**config.mk**
```make
export PLATFORM = sky130hd
export DESIGN_NAME = acspi_core
export DESIGN_NICKNAME = d
export VERILOG_FILES = /design/src/hw/acspi_pkg.sv /design/src/hw/acspi_fifo.sv /design/src/hw/acspi_core.sv
export VERILOG_INCLUDE_DIRS = /design/src /design/src/hw
export SDC_FILE = /design/constraint.sdc
export NUM_CORES = 1
export LEC_CHECK = 0
export ABC_AREA = 1
export BUFFER_PORTS_ARGS = -buffer_cell sky130_fd_sc_hd__clkbuf_2
export CAP_MARGIN = 20
export CELL_PAD_IN_SITES_DETAIL_PLACEMENT = 0
export CELL_PAD_IN_SITES_GLOBAL_PLACEMENT = 1
export CORE_MARGIN = 2
export CORE_UTILIZATION = 30
export DETAILED_ROUTE_END_ITERATION = 8
export PLACE_DENSITY = 0.5
export SKIP_LAST_GASP = 1
export SYNTH_ARGS = -nofsm -noshare
export SYNTH_HDL_FRONTEND = slang
export SYNTH_SLANG_ARGS = --single-unit
export TNS_END_PERCENT = 10
```
**constraint.sdc**
```tcl
create_clock -name clk -period 3.4 [get_ports clk]
set_clock_uncertainty 0.05 [all_clocks]
set_input_delay 0.34 -clock clk [delete_from_list [all_inputs] [get_ports clk]]
set_output_delay 0.34 -clock clk [all_outputs]
set_load 0.005 [all_outputs]
```
**src/hw/acspi_consts.svh**
```systemverilog
// Offsets, field positions, reset values and response codes of the SPI command block
`ifndef ACSPI_CONSTS_SVH
`define ACSPI_CONSTS_SVH

// =============================================================
// Frame and register map
`define ACSPI_WORD_BITS 5'h10
`define ACSPI_EDGE_SAT 5'h1f
`define ACSPI_ADDR_DEVICE_CONTROL 8'h0e
`define ACSPI_ADDR_STATUS 8'h0f
`define ACSPI_DEVICE_CONTROL_RST 8'h00
`define ACSPI_CE_BIT 0
`define ACSPI_ST_LSB 1
`define ACSPI_ST_MSB 2
`define ACSPI_RESET_CMD 16'h0400

// =============================================================
// Parity bit positions in the response word
`define ACSPI_ACC_PBIT 4'hc
`define ACSPI_REG_PBIT 4'ha

// =============================================================
// Reserved acceleration values
`define ACSPI_ACC_CRIT 11'h7ff
`define ACSPI_ACC_AXIS 11'h7fe
`define ACSPI_ACC_CLK 11'h002
`define ACSPI_ACC_PAR 11'h001

// =============================================================
// Register status codes, ranked by priority
`define ACSPI_SC_CLK 8'h01
`define ACSPI_SC_PAR 8'h02
`define ACSPI_SC_DATA 8'h03
`define ACSPI_SC_OSC 8'h04
`define ACSPI_SC_INIT 8'h05
`define ACSPI_SC_RESET 8'h06
`define ACSPI_SC_TEMP 8'h07
`define ACSPI_SC_OFFX 8'h08
`define ACSPI_SC_OFFY 8'h09
`define ACSPI_SC_AXIS 8'h0a

// =============================================================
// Sample buffer
`define ACSPI_FIFO_DEPTH 32

`endif

```
**src/hw/acspi_pkg.sv**
```systemverilog
// Types shared by the SPI command block and its sample buffer
package acspi_pkg;

	// =============================================================
	// Transfer type field of the command word
	typedef enum logic [1:0] {
		ACSPI_XT_REG = 2'b00,
		ACSPI_XT_X = 2'b01,
		ACSPI_XT_Y = 2'b10,
		ACSPI_XT_BAD = 2'b11
	} acspi_xfer_t;

	// Exception class, also the class field of register responses
	typedef enum logic [1:0] {
		ACSPI_EC_NONE = 2'b00,
		ACSPI_EC_BEH = 2'b01,
		ACSPI_EC_CRIT = 2'b10,
		ACSPI_EC_TRANS = 2'b11
	} acspi_class_t;

	// Frame state
	typedef enum logic {
		ACSPI_IDLE = 1'b0,
		ACSPI_FRAME = 1'b1
	} acspi_state_t;

	// One filtered sample from the datapath
	typedef struct packed {
		logic axis_y;
		logic [10:0] value;
	} acspi_sample_t;

endpackage

```
**src/hw/acspi_fifo.sv**
```systemverilog
// Sample FIFO with valid/ready on both sides
`timescale 1ns/100ps

module acspi_fifo #(
	parameter int WIDTH = 12,
	parameter int DEPTH = 32
) (
	// Clock and reset
	input wire logic clk,
	input wire logic rst_n,
	// Fill side
	input wire logic in_valid,
	input wire logic [WIDTH-1:0] in_data,
	output logic in_ready,
	// Drain side
	output logic out_valid,
	output logic [WIDTH-1:0] out_data,
	input wire logic out_ready
);
	localparam int AW = $clog2(DEPTH);

	logic [WIDTH-1:0] mem [DEPTH];
	logic [AW-1:0] wr_ptr, next_wr_ptr, rd_ptr, next_rd_ptr;
	logic [AW:0] count, next_count;
	logic next_in_ready, push, pop;

	// =============================================================
	// Pointers and fill level; DEPTH must be a power of two so pointers wrap
	always_comb begin
		push = in_valid && in_ready;
		pop = out_valid && out_ready;
		next_wr_ptr = push ? wr_ptr + 1'b1 : wr_ptr;
		next_rd_ptr = pop ? rd_ptr + 1'b1 : rd_ptr;
		next_count = count + {{AW{1'b0}}, push} - {{AW{1'b0}}, pop};
		next_in_ready = (next_count != (AW+1)'(DEPTH)); // Registered so ready never loops back
	end

	always_ff @(posedge clk) begin
		if (!rst_n) begin
			wr_ptr <= '0;
			rd_ptr <= '0;
			count <= '0;
			in_ready <= 1'b0;
		end else begin
			wr_ptr <= next_wr_ptr;
			rd_ptr <= next_rd_ptr;
			count <= next_count;
			in_ready <= next_in_ready;
		end
	end

	// Storage holds no reset; contents are qualified by count
	always_ff @(posedge clk) begin
		if (push) begin
			mem[wr_ptr] <= in_data;
		end
	end

	assign out_valid = (count != '0);
	assign out_data = mem[rd_ptr];

endmodule

```
**src/hw/acspi_core.sv**
```systemverilog
// Command decoder and response formatter behind the 16-bit SPI slave port
// Contract
// RULE1 - Rank exceptions: clock, parity, data, oscillator, init, reset, temp, axis, hold/self-test.
// RULE2 - Offset faults on both axes at once report only the X-axis fault.
// RULE3 - Hold and self-test share one level; both together cancel each other out.
// RULE4 - Every transfer is sixteen bits; transfer type sits in the top two bits.
// RULE5 - Type 00 register, 01 X read, 10 Y read, 11 unused.
// RULE6 - Type 11 raises an invalid axis exception.
// RULE7 - Pointer or data writes are dropped when their transfer detects an exception.
// RULE8 - Highest class decides; transient sets all status bits and returns a code.
// RULE9 - Reset or critical without transient: status bits set, acceleration reads all ones.
// RULE10 - Self-test or high hold input is behavioral: flags change, data does not.
// RULE11 - One behavioral exception: acceleration bit 15 set; register bits 15:13 and 8 set.
// RULE12 - Hold and self-test both active give the normal response format.
// RULE13 - Master encodes register commands in bits 13, 12, 10 and 7:0.
// RULE14 - Acceleration response: zero, type, parity, eleven-bit sample, zero.
// RULE15 - Register responses carry pointer, data or address with parity per operation.
// RULE16 - Only device control at its fixed address accepts writes.
// RULE17 - Writes to other registers are ignored silently without any fault.
// RULE18 - Without exceptions return requested register or sample in normal format.
// RULE19 - Slave with clock idle low, sample on first edge, MSB first.
// RULE20 - Command words need odd parity, else a parity fault shows next transfer.
// RULE21 - Every normal response word carries an odd number of ones.
// RULE22 - Clock fault when rising edge count differs from 16 or clock high at select.
// RULE23 - Transient faults latch during one transfer, report on the next, then clear.
`timescale 1ns/100ps
`include "acspi_consts.svh"

module acspi_core (
	// Clock and reset
	input wire logic clk,
	input wire logic rst_n,
	// SPI pins
	input wire logic sclk,
	input wire logic cs_n,
	input wire logic mosi,
	output logic miso,
	output logic miso_oe_n,
	// Acceleration sample stream
	input wire logic sample_valid,
	input wire acspi_pkg::acspi_sample_t sample_data,
	output logic sample_ready,
	// Fault and condition inputs
	input wire logic fuse_integrity_flag,
	input wire logic osc_fault,
	input wire logic init_pending_flag,
	input wire logic overtemp_detect,
	input wire logic offset_fault_x,
	input wire logic offset_fault_y,
	input wire logic capture_hold_input
);
	logic sclk_m, sclk_s, sclk_d, cs_m, cs_s, cs_d, mosi_m, mosi_s, hold_m, hold_s;
	logic sclk_rise, sclk_fall, frame_start, frame_end;
	acspi_pkg::acspi_state_t state, next_state;
	logic [15:0] shift_in, next_shift_in, shift_out, next_shift_out, last_cmd, next_last_cmd;
	logic [4:0] edge_cnt, next_edge_cnt;
	logic sclk_hi_fault, next_sclk_hi_fault, next_miso, next_miso_oe_n;
	logic [7:0] pointer, next_pointer, device_control, next_device_control, rdata, code;
	logic reset_latched_flag, next_reset_latched_flag, overtemp_flag, next_overtemp_flag;
	logic t_clk, next_t_clk, t_par, next_t_par, t_axis, next_t_axis, ce_write;
	logic [10:0] x_value, next_x_value, y_value, next_y_value, acc_value;
	logic clk_f, par_f, axis_f, xfer_exc, crit, trans, beh_one, selftest_active, is_acc;
	logic fifo_valid, fifo_ready;
	acspi_pkg::acspi_sample_t fifo_out;
	acspi_pkg::acspi_class_t cls;
	logic [15:0] resp_word;

	// =============================================================
	// Pin synchronisers; only the second stage and its delayed copy feed logic
	always_ff @(posedge clk) begin
		if (!rst_n) begin
			{sclk_m, sclk_s, sclk_d} <= 3'h0;
			{cs_m, cs_s, cs_d} <= 3'h7;
			{mosi_m, mosi_s, hold_m, hold_s} <= 4'h0;
		end else begin
			sclk_m <= sclk;
			sclk_s <= sclk_m;
			sclk_d <= sclk_s;
			cs_m <= cs_n;
			cs_s <= cs_m;
			cs_d <= cs_s;
			mosi_m <= mosi;
			mosi_s <= mosi_m;
			hold_m <= capture_hold_input;
			hold_s <= hold_m;
		end
	end

	// Edges of the sampled link clock and select
	assign sclk_rise = sclk_s && !sclk_d; // RULE19
	assign sclk_fall = !sclk_s && sclk_d; // RULE19
	assign frame_start = cs_d && !cs_s;
	assign frame_end = !cs_d && cs_s;

	// =============================================================
	// Frame shifter: capture on rise, launch on fall, MSB first
	always_comb begin
		next_state = state;
		next_shift_in = shift_in;
		next_shift_out = shift_out;
		next_edge_cnt = edge_cnt;
		next_sclk_hi_fault = sclk_hi_fault;
		next_miso = miso;
		next_miso_oe_n = miso_oe_n;
		next_last_cmd = last_cmd;
		unique case (state)
			acspi_pkg::ACSPI_IDLE: begin
				if (frame_start) begin
					next_state = acspi_pkg::ACSPI_FRAME;
					next_sclk_hi_fault = sclk_s; // RULE22
					next_edge_cnt = 5'h00;
					next_shift_out = resp_word;
					next_miso = osc_fault | resp_word[15]; // Dead oscillator holds the line high
					next_miso_oe_n = 1'b0;
				end
			end
			acspi_pkg::ACSPI_FRAME: begin
				if (sclk_rise) begin
					next_shift_in = {shift_in[14:0], mosi_s}; // RULE19
					if (edge_cnt != `ACSPI_EDGE_SAT) begin
						next_edge_cnt = edge_cnt + 5'h01; // RULE22
					end
				end
				if (sclk_fall) begin
					next_shift_out = {shift_out[14:0], 1'b0};
					next_miso = osc_fault | shift_out[14];
				end
				if (frame_end) begin
					next_state = acspi_pkg::ACSPI_IDLE;
					next_miso = 1'b0;
					next_miso_oe_n = 1'b1;
					next_last_cmd = shift_in; // Answered in the next frame
				end
			end
		endcase
	end

	always_ff @(posedge clk) begin
		if (!rst_n) begin
			state <= acspi_pkg::ACSPI_IDLE;
			shift_in <= 16'h0000;
			shift_out <= 16'h0000;
			edge_cnt <= 5'h00;
			sclk_hi_fault <= 1'b0;
			miso <= 1'b0;
			miso_oe_n <= 1'b1;
			last_cmd <= `ACSPI_RESET_CMD;
		end else begin
			state <= next_state;
			shift_in <= next_shift_in;
			shift_out <= next_shift_out;
			edge_cnt <= next_edge_cnt;
			sclk_hi_fault <= next_sclk_hi_fault;
			miso <= next_miso;
			miso_oe_n <= next_miso_oe_n;
			last_cmd <= next_last_cmd;
		end
	end

	// =============================================================
	// Command checks and execution at the close of a frame
	assign clk_f = sclk_hi_fault || (edge_cnt != `ACSPI_WORD_BITS); // RULE22 RULE4
	assign par_f = ~^shift_in; // RULE20
	assign axis_f = (shift_in[15:14] == acspi_pkg::ACSPI_XT_BAD); // RULE6 RULE5
	assign xfer_exc = clk_f || par_f || axis_f;
	assign selftest_active = |device_control[`ACSPI_ST_MSB:`ACSPI_ST_LSB]; // RULE10
	assign fifo_ready = (state == acspi_pkg::ACSPI_IDLE); // Stall draining during a frame

	always_comb begin
		next_pointer = pointer;
		next_device_control = device_control;
		next_t_clk = t_clk;
		next_t_par = t_par;
		next_t_axis = t_axis;
		next_x_value = x_value;
		next_y_value = y_value;
		ce_write = 1'b0;
		if (frame_start) begin
			{next_t_clk, next_t_par, next_t_axis} = 3'h0; // RULE23
		end
		if (state == acspi_pkg::ACSPI_FRAME && frame_end) begin
			{next_t_clk, next_t_par, next_t_axis} = {clk_f, par_f, axis_f}; // RULE23
			// Master encodes the op in bits 13:12 of a type-00 word
			if (!xfer_exc && shift_in[15:14] == acspi_pkg::ACSPI_XT_REG) begin // RULE7 RULE13
				if (shift_in[13:12] == 2'b01) begin
					next_pointer = shift_in[7:0];
				end else if (shift_in[13:12] == 2'b11 && pointer == `ACSPI_ADDR_DEVICE_CONTROL) begin
					next_device_control = shift_in[7:0]; // RULE16 RULE17
					next_device_control[`ACSPI_CE_BIT] = 1'b0; // Clear bit acts, never stored
					ce_write = shift_in[`ACSPI_CE_BIT];
				end
			end
		end
		if (fifo_valid && fifo_ready) begin
			if (fifo_out.axis_y) begin
				next_y_value = fifo_out.value;
			end else begin
				next_x_value = fifo_out.value;
			end
		end
		next_reset_latched_flag = reset_latched_flag && !ce_write;
		next_overtemp_flag = overtemp_detect || (overtemp_flag && !ce_write); // Set wins
	end

	always_ff @(posedge clk) begin
		if (!rst_n) begin
			pointer <= 8'h00;
			device_control <= `ACSPI_DEVICE_CONTROL_RST;
			reset_latched_flag <= 1'b1;
			overtemp_flag <= 1'b0;
			{t_clk, t_par, t_axis} <= 3'h0;
			x_value <= 11'h000;
			y_value <= 11'h000;
		end else begin
			pointer <= next_pointer;
			device_control <= next_device_control;
			reset_latched_flag <= next_reset_latched_flag;
			overtemp_flag <= next_overtemp_flag;
			{t_clk, t_par, t_axis} <= {next_t_clk, next_t_par, next_t_axis};
			x_value <= next_x_value;
			y_value <= next_y_value;
		end
	end

	// =============================================================
	// Response word for the command of the previous frame
	always_comb begin
		crit = fuse_integrity_flag || osc_fault || init_pending_flag || reset_latched_flag
			|| overtemp_flag || offset_fault_x || offset_fault_y;
		trans = t_clk || t_par || t_axis;
		beh_one = selftest_active ^ hold_s; // RULE3 RULE12
		is_acc = (last_cmd[15:14] != acspi_pkg::ACSPI_XT_REG);
		// Class ranking; behavioral pair falls through to none
		if (trans) cls = acspi_pkg::ACSPI_EC_TRANS; // RULE8
		else if (crit) cls = acspi_pkg::ACSPI_EC_CRIT; // RULE9
		else if (beh_one) cls = acspi_pkg::ACSPI_EC_BEH; // RULE11
		else cls = acspi_pkg::ACSPI_EC_NONE; // RULE18
		// Single winning status code
		if (t_clk) code = `ACSPI_SC_CLK; // RULE1
		else if (t_par) code = `ACSPI_SC_PAR;
		else if (fuse_integrity_flag) code = `ACSPI_SC_DATA;
		else if (osc_fault) code = `ACSPI_SC_OSC;
		else if (init_pending_flag) code = `ACSPI_SC_INIT;
		else if (reset_latched_flag) code = `ACSPI_SC_RESET;
		else if (overtemp_flag) code = `ACSPI_SC_TEMP;
		else if (offset_fault_x) code = `ACSPI_SC_OFFX; // RULE2
		else if (offset_fault_y) code = `ACSPI_SC_OFFY;
		else code = `ACSPI_SC_AXIS;
		// Readable registers
		if (pointer == `ACSPI_ADDR_DEVICE_CONTROL) rdata = device_control;
		else if (pointer == `ACSPI_ADDR_STATUS) rdata = {fuse_integrity_flag, osc_fault,
			init_pending_flag, reset_latched_flag, overtemp_flag, offset_fault_x,
			offset_fault_y && !offset_fault_x, hold_s}; // RULE2
		else rdata = 8'h00;
		// Acceleration payload
		if (trans) acc_value = t_clk ? `ACSPI_ACC_CLK : (t_par ? `ACSPI_ACC_PAR : `ACSPI_ACC_AXIS);
		else if (crit) acc_value = `ACSPI_ACC_CRIT; // RULE9
		else acc_value = last_cmd[14] ? x_value : y_value; // RULE10
		if (is_acc) begin
			resp_word = {cls != acspi_pkg::ACSPI_EC_NONE, // RULE14 RULE11
				(trans || crit) ? 2'b11 : last_cmd[15:14], 1'b0, acc_value, 1'b0};
			resp_word[`ACSPI_ACC_PBIT] = ~^resp_word; // RULE21
		end else begin
			resp_word = {(cls == acspi_pkg::ACSPI_EC_NONE) ? 3'h0 : 3'h7, // RULE15
				last_cmd[13:12], 1'b0, cls, 8'h00};
			if (trans) resp_word[7:0] = code; // RULE8
			else if (last_cmd[13:12] == 2'b00) resp_word[7:0] = pointer;
			else if (last_cmd[13:12] == 2'b10) resp_word[7:0] = rdata;
			else if (last_cmd[13:12] == 2'b11) resp_word[7:0] = pointer;
			resp_word[`ACSPI_REG_PBIT] = ~^resp_word; // RULE21
		end
	end

	// =============================================================
	// Sample buffer; ready reaches the datapath while frames stall draining
	acspi_fifo #(
		.WIDTH($bits(acspi_pkg::acspi_sample_t)),
		.DEPTH(`ACSPI_FIFO_DEPTH)
	) u_fifo (
		.clk(clk),
		.rst_n(rst_n),
		.in_valid(sample_valid),
		.in_data(sample_data),
		.in_ready(sample_ready),
		.out_valid(fifo_valid),
		.out_data(fifo_out),
		.out_ready(fifo_ready)
	);

	// =============================================================
	// Checks
	chk_resp_odd: assert property (@(posedge clk) disable iff (!rst_n) // RULE21
		frame_start |=> ^shift_out) else $error("Loaded response has even parity");
	chk_edge_count: assert property (@(posedge clk) disable iff (!rst_n) // RULE22
		(state == acspi_pkg::ACSPI_FRAME && frame_end && edge_cnt != 5'h10) |=> t_clk)
		else $error("Wrong edge count not flagged");
	chk_write_gated: assert property (@(posedge clk) disable iff (!rst_n) // RULE7
		(state == acspi_pkg::ACSPI_FRAME && frame_end && xfer_exc) |=> $stable(pointer))
		else $error("Pointer written despite exception");
	chk_only_device_control: assert property (@(posedge clk) disable iff (!rst_n) // RULE16
		(frame_end && pointer != 8'h0e) |=> $stable(device_control))
		else $error("Non-control register written");
	chk_axis_bad: assert property (@(posedge clk) disable iff (!rst_n) // RULE6
		(state == acspi_pkg::ACSPI_FRAME && frame_end && shift_in[15:14] == 2'b11)
		|=> t_axis) else $error("Invalid axis not latched");
	chk_trans_resp: assert property (@(posedge clk) disable iff (!rst_n) // RULE8
		(frame_start && state == acspi_pkg::ACSPI_IDLE && trans)
		|=> shift_out[15:13] == 3'h7 && !miso_oe_n) else $error("Transient status missing");
	chk_crit_accel: assert property (@(posedge clk) disable iff (!rst_n) // RULE9
		(frame_start && state == acspi_pkg::ACSPI_IDLE && !trans && crit && is_acc)
		|=> shift_out[11:1] == 11'h7ff) else $error("Critical value not returned");
	chk_beh_flag: assert property (@(posedge clk) disable iff (!rst_n) // RULE11
		(frame_start && state == acspi_pkg::ACSPI_IDLE && !trans && !crit && is_acc)
		|=> shift_out[15] == $past(beh_one)) else $error("Behavioral flag wrong");
	chk_trans_clear: assert property (@(posedge clk) disable iff (!rst_n) // RULE23
		(frame_start && state == acspi_pkg::ACSPI_IDLE) |=> !t_clk && !t_par && !t_axis)
		else $error("Transient fault not cleared");
	cov_clean_frame: cover property (@(posedge clk) disable iff (!rst_n)
		frame_end && state == acspi_pkg::ACSPI_FRAME && !xfer_exc);
	cov_ctl_write: cover property (@(posedge clk) disable iff (!rst_n)
		frame_end && !xfer_exc && shift_in[15:12] == 4'h3 && pointer == 8'h0e);
	cov_fifo_full: cover property (@(posedge clk) disable iff (!rst_n) !sample_ready);
	cov_both_beh: cover property (@(posedge clk) disable iff (!rst_n)
		frame_start && hold_s && selftest_active);

endmodule

```
# Word-level counts from Yosys, hierarchy flattened
# Memories as Yosys holds them, arrays and structs flattened. A register that Yosys moved wholly into a read port is not among the register bits.
# Cells that the tools add are included.
# classes
n_addsub	5
eq_ne	16
mux	55
bitwise	6
reduce_logical	54
# ops
cell	count
8-bit 2-to-1 mux	7
11-bit 2-to-1 mux	5
16-bit XNOR reduction	3
15-bit 2-to-1 mux	2
15-bit case mux with 2 select lines	1
4-bit 2-to-1 mux	7
5-bit 2-to-1 mux	5
1-bit 2-to-1 mux	17
8-bit by 4-bit == test with 1-bit output, second input constant	2
16-bit 2-to-1 mux	1
2-bit AND reduction	8
5-bit by 1-bit adder with 5-bit output, second input constant	3
1-bit logical OR	13
1-bit logical AND	12
2-bit 2-to-1 mux	5
5-bit inequality test, second input constant	2
5-bit case mux with 2 select lines	1
2-bit == test, second input constant	4
2-bit inequality test, second input constant	4
1-bit logical NOT	7
6-bit by 1-bit adder with 6-bit output	1
2-bit logical NOT	3
6-bit inequality test, second input constant	1
1-bit case mux with 2 select lines	3
other kinds (13)	19
# totals
regBits	125
ram_bits	384
in_bits	25
mem_count	1
# memory_table
name	depth	word_bits	read_ports	rd_ports_with_merged_regs	wr	line_no	source
u_fifo.mem	32	12	1	1	1	acspi_fifo.sv:22	logic [WIDTH-1:0] mem [DEPTH];

# Logic depth before layout (Yosys ltp)
# Gate-level depths: netlist of the first run.
# depth
word_depth	16
depth_mapped	21
depth_no_buf	21

# Cells and area by module
# From an unflattened synthesis of the first run, not the netlist that was laid out.
# unflattened
cells_unflattened	2260
area_unflattened_um2	21834.7
# modules_own_cells
mod	instances	cells_each	area_per_inst_um2	seq_area_each_um2
acspi_fifo	1	1485	16716.0	11971.5
acspi_core	1	775	5118.7	1921.8

# Least setup slack after synthesis of the first run
# No wires, ideal clock.
# synth_path
path_kind	register -> register
startpoint	register u_fifo.count[2]
endpoint	register u_fifo.in_ready
setup_ns	0.138
arrival_ns	2.302
path_slack_ns	0.909
path_stages_with_launch	13
n_path_buf	0
period_less_slack_ns	2.491
cell_sequence	dfxtp_1 inv_1 ha_1 a31oi_1 ha_1 inv_1 ha_1 fa_1 a21oi_1 nor2_1 nor2_1 xor2_1 a41oi_1
# synth_between
elab_chain_cells	4
elab_cells_between_ends	5
classes_between	add/sub (2); eq/ne (1); reduce/logical (2)
# synth_lines
element	line_no	source
start, declared	acspi_fifo.sv:24	logic [AW:0] count, next_count;
start signal, assigned	acspi_fifo.sv:47	count <= next_count;
branches (longest 2 deep; another with 6-bit by 1-bit adder with 6-bit output)	n/a	
6-bit by 1-bit subtractor with 6-bit output (*)	acspi_fifo.sv:34	next_count = count + {{AW{1'b0}}, push} - {{AW{1'b0}}, pop};
6-bit inequality test (*)	acspi_fifo.sv:35	next_in_ready = (next_count != (AW+1)'(DEPTH));
end signal, assigned	acspi_fifo.sv:48	in_ready <= next_in_ready;
end, declared	acspi_fifo.sv:14	output logic in_ready,
# Mark *: on every way between the ends.
# A chain may end at the register's enable or synchronous reset.

==> results of run 1 <==
[flip-flops by register name, indices dropped and copies added, names as in the netlist, 4 cells and up, named ones only]
| register | count |
|---|---|
| u_fifo.mem | 384 |
| shift_in | 16 |
| shift_out | 15 |
| x_value | 11 |
| y_value | 11 |
| pointer | 8 |
| device_control | 7 |
| u_fifo.count | 6 |
| edge_cnt | 5 |
| u_fifo.rd_ptr | 5 |
| u_fifo.wr_ptr | 5 |
| last_cmd | 4 |
[how the worst max path moves through the flow]
stage	slack [ns]	end	depth (start not counted)
floorplan	0.91	u_fifo.in_ready$_SDFF_PN0_	12
global placement	0.67	y_value[7]$_SDFFE_PN0P_	11
detailed placement	0.70	y_value[9]$_SDFFE_PN0P_	11
CTS	0.69	u_fifo.in_ready$_SDFF_PN0_	15
global route	0.40	y_value[9]$_SDFFE_PN0P_	11
finish	0.71	y_value[9]$_SDFFE_PN0P_	8
[layout by cell type, fill, tap and decap left out, types with 7 or more instances in the layout]
cell / count
clkinv_2: 8
clkbuf_2: 27
a21oi_1: 79
inv_1: 135
dfxtp_1: 115
clkbuf_16: 59
o22ai_1: 32
nand3_1: 70
nand2_1: 179
buf_4: 61
bufinv_16: 7
edfxtp_1: 384
a211oi_2: 7
clkbuf_1: 16
o21ai_0: 291
ha_1: 21
nor2_1: 344
a31oi_1: 12
nor3_1: 8
buf_12: 8
clkinv_1: 9
xnor2_1: 12
o221ai_1: 73
xor2_1: 9
[Yosys cell counts (7+ instances only)]
master    instances
edfxtp_1        384
nor2_1          344
o21ai_0         291
nand2_1         179
inv_1           138
dfxtp_1         118
a21oi_1          79
o221ai_1         73
nand3_1          70
clkbuf_1         64
buf_2            35
o22ai_1          32
ha_1             21
a31oi_1          12
xnor2_1          12
nor3_1           11
xor2_1            9
a211oi_2          7
[report_power, final]
group / switching, W / internal (W)
sequential: 0.000180 / 0.00684
clock: 0.00252 / 0.00375
combinational: 0.00295 / 0.00126
total: 0.00565 / 0.0118
[area by class of cell]
type	count	area, sq um	share of cell area, %
Tap cell	940	1180	4.79
Antenna cell	1	2.50	0.0102
Sequential cell	502	13900	56.7
Clock buffer	77	1560	6.38
Inverter	144	548	2.23
Multi-Input combinational cell	1200	6190	25.2
Timing Repair Buffer	102	813	3.32
Clock inverter	28	332	1.35
[kinds of logic (layout without fill, tap and decap cells)]
kind of cell    count (synthesis)  count (layout)  synth area share (%)
simple gates                  635             635                  12.5
flops                         502             502                  65.9
compound gates                522             522                  14.6
other cells                     0               1                     0
fa+ha+maj                      22              22                  1.34
buf+inv                       251             351                  4.86
xor+xnor                       21              21                 0.872
[worst register-to-register path, stage by stage, from the launching register on]
cell,delay [ns]
dfxtp_4,0.38
inv_6,0.32
buf_12,0.32
o21ai_0,0.13
o221ai_1,0.36
nand3_1,0.32
a32oi_1,0.46
o21ai_0,0.14
a21oi_1,0.15
[per-layer routing]
metal	vias to the layer above	routed length, um	global-route usage, %
met1	7212	29300	23.5
met3	73	2440	2.26
met2	305	29000	27.4
li1	7070	-	-
met4	0	1460	4.75
met5	-	0	0
[stage by stage]
step                worst slack [ns]  instances
finish                         0.714       2994
global route                   0.400       2993
CTS                            0.688       2993
detailed placement             0.702       2882
global placement               0.672       2882
floorplan                      0.909       1953
==> impl_results.md, run 1 <==
* CTS buffer count at 58
* Worst hold path startpoint: osc_fault
* Vias in the first global route at 14,200
* Critical Path Sink Type: flop
* Slowest stage delay, CP at 0.46 ns
* HPWL Detailed at 39,100 um
* Final setup violation count at 0
* Hold_buf cts at 6
* ANT nets after route at 0
* Post-layout net count at 2,055
* Synthesis Warnings at 0
* Layout cells sized above 1 at 10.8%
* Die width at 269 um
* Die Area at 72,500 sq um
* Final Hold Violating Endpoints at 0
* Die Height at 269 um
* Reg2Reg Depth at 8
* Global route total overflow at 0
* Buf/Inv on CP at 2
* Fmax achieved at 372 MHz
* Post-synth EDFFs at 384
* Outcome: completed
* Setup TNS at 0 ns
* CTS Sinks at 502
* Initial antenna violation count at 3
* GR Util All Layers at 16.9%
* Max_cap viols at 0
* RSZ-0062 raised after global routing: false
* Overall routed net length at 62,300 um
* CTS Buffer Depth at 3
* CP max stage cell: a32oi_1
* DR iter-0 viols at 1,183
* Worst-path cell chain: inv_6 > buf_12 > o21ai_0 > o221ai_1 > nand3_1 > a32oi_1 > o21ai_0 > a21oi_1
* Synth top area share at 54.7%
* Core area at 69,800 sq um
* Clock Latency Late Sink at 0.61 ns
* WHS Endpoint: miso$_SDFFE_PN0P_
* DR WL/cell at 20.8 um
* Arr. time, crit path at 3.19 ns
* Hold_ws at 0.185 ns
* CTS H-tree depth at 2
* I/O Buffers at 27
* Hold Path Depth at 5
* CP Launch Type: flop
* Post-synth ARST share at 0%
* Total Power at 0.0175 W
* Largest net degree at the start of global routing at 96
* Cell repeated most along the worst path: o21ai_0
* PostCTS Resize Cnt at 0
* Vias at 14,700
* Slew @ Worst Pin at 1.01 ns
* IO Count at 28
* Post-DR vias/cell at 4.90
* Row Count at 97
* Cell count after synthesis at 1,953
* Post-synth cell types at 51
* CTS tree: yes
* Synth area leaders: edfxtp_1 (55%), dfxtp_1 (11%), o21ai_0 (6.9%), nor2_1 (6.1%), nand2_1 (3.2%)
* Mean Syn Cell Area at 10.8 sq um
* Tightest Hold Check Type: in -> reg
* DRT Pass-1 Iters at 6
* Synth Register Bits at 502
* CTS clk-pin slew, worst paths at 0.07 ns
* Crit path max-delay family: compound AO/OA/AOI/OAI gates
* Leakage Power at 8.64 nW
* Reg2reg end: y_value[9]$_SDFFE_PN0P_
* Placement Cell Area at 22,600 sq um
* Crit path time final at 2.69 ns
* Mapped Nets at 2,000
* Maximum VDD drop at 0.397 mV
* Routability Congestion at 0.818
* Root Driver: clkbuf_16
* Worst EP required at 3.90 ns
* Fin area at 24,500 sq um
* Crit-path max FO at 53
* Synth Cell Area at 21,100 sq um
* Sequential-to-total area share from yosys stat at 65.9%
* Util after Layout at 35.1%
* # DRC at 0
* Post-CTS Setup Inserts at 0
* Fillers at 6,993
* Worst slew margin at 32.8%
* Max-slew violations at 0
* Top_reg_cell synth: edfxtp_1
* PwrDens at 713 nW/um^2
* Period utilization at 79.0%
* Starting density of the core at 30.2%
* WS Path Type: reg -> reg
* Synthesis-to-layout area growth at 16.3%
* Cell taking the most area after synthesis: edfxtp_1
* First-pass GRT wire length at 92,600 um
* R2R setup slack at 0.71 ns
(Power assumes the default switching activity.)
==> run 2, diff against run 1 <==
PLACE_DENSITY = 0.51   (was 0.5)
clock period = 2.3 ns   (was 3.4 ns; I/O delays follow)
==> run 2 against run 1 <==
  * The flow now finishes with violations (setup timing)
  * First-iteration DRC count is 3.3% lower
  * Non-clock buffer count increased by 114
  * Clock power up 44%
  * Maximum frequency up 13%
  * Critical endpoint is now y_value[0]$_SDFFE_PN0P_
  * Combinational power up 80%
  * Core utilization up 1.8 points
==> impl_results.md, run 2 (synthesis gave the netlist of run 1 again) <==
* Global route total overflow at 0
* CTS buffer count at 57
* WS Path Type: reg -> reg
* Die Area at 72,500 sq um
* CTS clk-pin slew, worst paths at 0.06 ns
* ANT nets after route at 0
* I/O Buffers at 27
* Arr. time, crit path at 2.81 ns
* Fmax achieved at 419 MHz
* Most common cell after layout, fill and taps aside: edfxtp_1
* Outcome: finished with violations
* Starting density of the core at 30.2%
* Total Power at 0.0269 W
* Biggest registers after layout: u_fifo.mem x384, shift_in x16, shift_out x15
* CTS tree: yes
* Power share of the combinational group at 28.2%
* IO Count at 28
* Clock Latency Late Sink at 0.62 ns
* Leakage Power at 9.27 nW
* # DRC at 0
* Die Height at 269 um
* Max FFs per register at 384
* Root Driver: clkbuf_16
* Final setup violation count at 6
* Crit path time final at 2.39 ns
* Post-DR vias/cell at 4.88
* Failing checks: setup timing
* Largest net degree at the start of global routing at 80
* Clock network power share at 33.5%
* Slew @ Worst Pin at 0.871 ns
* Sw Ratio at 31.8%
* Hold_ws at 0.0329 ns
* Synthesis-to-layout area growth at 22.4%
* Worst slew margin at 41.9%
* Period utilization at 104%
* R2R setup slack at -0.09 ns
* CTS Buffer Depth at 3
* Max-slew violations at 0
* CTS H-tree depth at 2
* DR iter-0 viols at 1,144
* Critical Path Sink Type: flop
* PwrDens at 1040 nW/um^2
* Worst EP required at 2.73 ns
* Max_cap viols at 0
* Setup ws final at -0.0859 ns
* NetSw at 0.00854 W
* Largest register by flop count: u_fifo.mem
* Initial antenna violation count at 3
* First-pass GRT wire length at 94,900 um
* Final Hold Violating Endpoints at 0
* Routability Congestion at 0.774
* HPWL Detailed at 40,900 um
* Layout cells sized above 1 at 18.0%
* Core area at 69,800 sq um
* RSZ-0062 raised after global routing: true
* Post-layout net count at 2,168
* GR Util All Layers at 17.2%
* Crit-path max FO at 16
* Vias in the first global route at 15,000
* CTS Sinks at 502
* Tightest Hold Check Type: in -> reg
* Row Count at 97
* Power Internal at 0.0183 W
* DR WL/cell at 20.5 um
* Vias at 15,200
* Fraction of power consumed by sequential logic at 38.3%
* Die width at 269 um
* CP Launch Type: flop
* DRT Pass-1 Iters at 5
* Overall routed net length at 63,700 um
* Most frequent cells in the layout: edfxtp_1 (384), nor2_1 (338), o21ai_0 (286), nand2_1 (173), buf_4 (156)
* Maximum VDD drop at 0.624 mV
* Antenna Cells at 0
## run 2: changes by cell type in the layout (fill, tap and decap cells not counted), moves of 6 or more
cell      before  now
buf_4         61  156
inv_1        135  126
buf_12         8   16
buf_6          0    7
dfxtp_1      115  108
dfxtp_2        1    8
inv_2          6   13
clkbuf_1      16   10
ha_1          21   15
nand2_1      179  173
nor2_1       344  338
## run 2: final cells by class
class                      instances  area, sq um
clock buffer                      72         1540
timing repair buffer             216         1890
fill                            6959        44000
tap                              940         1180
clock inverter                    33          314
inverter                         144          556
multi-input combinational       1200         6430
sequential                       502        13900
## run 2: through the flow
stage / worst slack, ns / std cells / utilization, % / instance area, sq um / TNS (ns)
2_1_floorplan: 0.0140 / 1953 / - / 21100 / 0
3_3_place_gp: -0.194 / 2982 / 33.6 / 23500 / -0.541
3_5_place_dp: -0.229 / 2982 / 33.6 / 23500 / -0.679
4_1_cts: -0.0482 / 3098 / 36.6 / 25500 / -0.346
5_1_grt: -0.164 / 3107 / 37.0 / 25800 / -3.93
6_report: -0.0859 / 3107 / 37.0 / 25800 / -0.214
## run 2: layer usage
| layer | vias to the layer above | global-route usage, % | part of all wire, % |
|---|---|---|---|
| met1 | 7499 | 22.6 | 45 |
| met2 | 276 | 29.7 | 49 |
| li1 | 7302 | - | - |
| met3 | 89 | 2.07 | 3.6 |
| met5 | - | 0 | 0.020 |
| met4 | 2 | 5.04 | 2.5 |
## run 2: worst max-delay path, cell delays in order (launching register included)
cell and delay (ns):
dfxtp_4 0.38, buf_12 0.16, buf_12 0.15, o21ai_0 0.16
o221ai_1 0.13, buf_4 0.17, a31oi_1 0.60, a32o_1 0.28
nand2_1 0.07, nand2_1 0.06, a21oi_1 0.04
## run 2: path summary, 6_finish.rpt
path | end | depth (start not counted) | from
setup / recovery | y_value[0]$_SDFFE_PN0P_ | 10 | flop
hold / removal | u_fifo.wr_ptr[1]$_SDFFE_PN0P_ | 4 | sample_valid
setup reg to reg | y_value[0]$_SDFFE_PN0P_ | 10 | flop
hold reg to reg | mosi_s$_SDFF_PN0_ | 2 | mosi_m$_SDFF_PN0_
## run 2: power by group through the flow
stage / clock, W / sequential [W] / combinational [W]
floorplan: 0 / 0.0104 / 0.00399
finish: 0.00900 / 0.0103 / 0.00758
global placement: 0 / 0.0105 / 0.00708
global route: 0.00961 / 0.0103 / 0.00836
CTS: 0.00925 / 0.0103 / 0.00739
detailed placement: 0 / 0.0105 / 0.00711
## run 2: what timing repair did
item                                    in CTS  in global routing
hold buffers                                 5                  0
buffers inserted                             6                  8
endpoints found under the hold margin        5                  0
pin swaps                                   16                 24
endpoints found under the setup margin      29                 47
resized for setup                           25                 53
cloned                                       0                  2
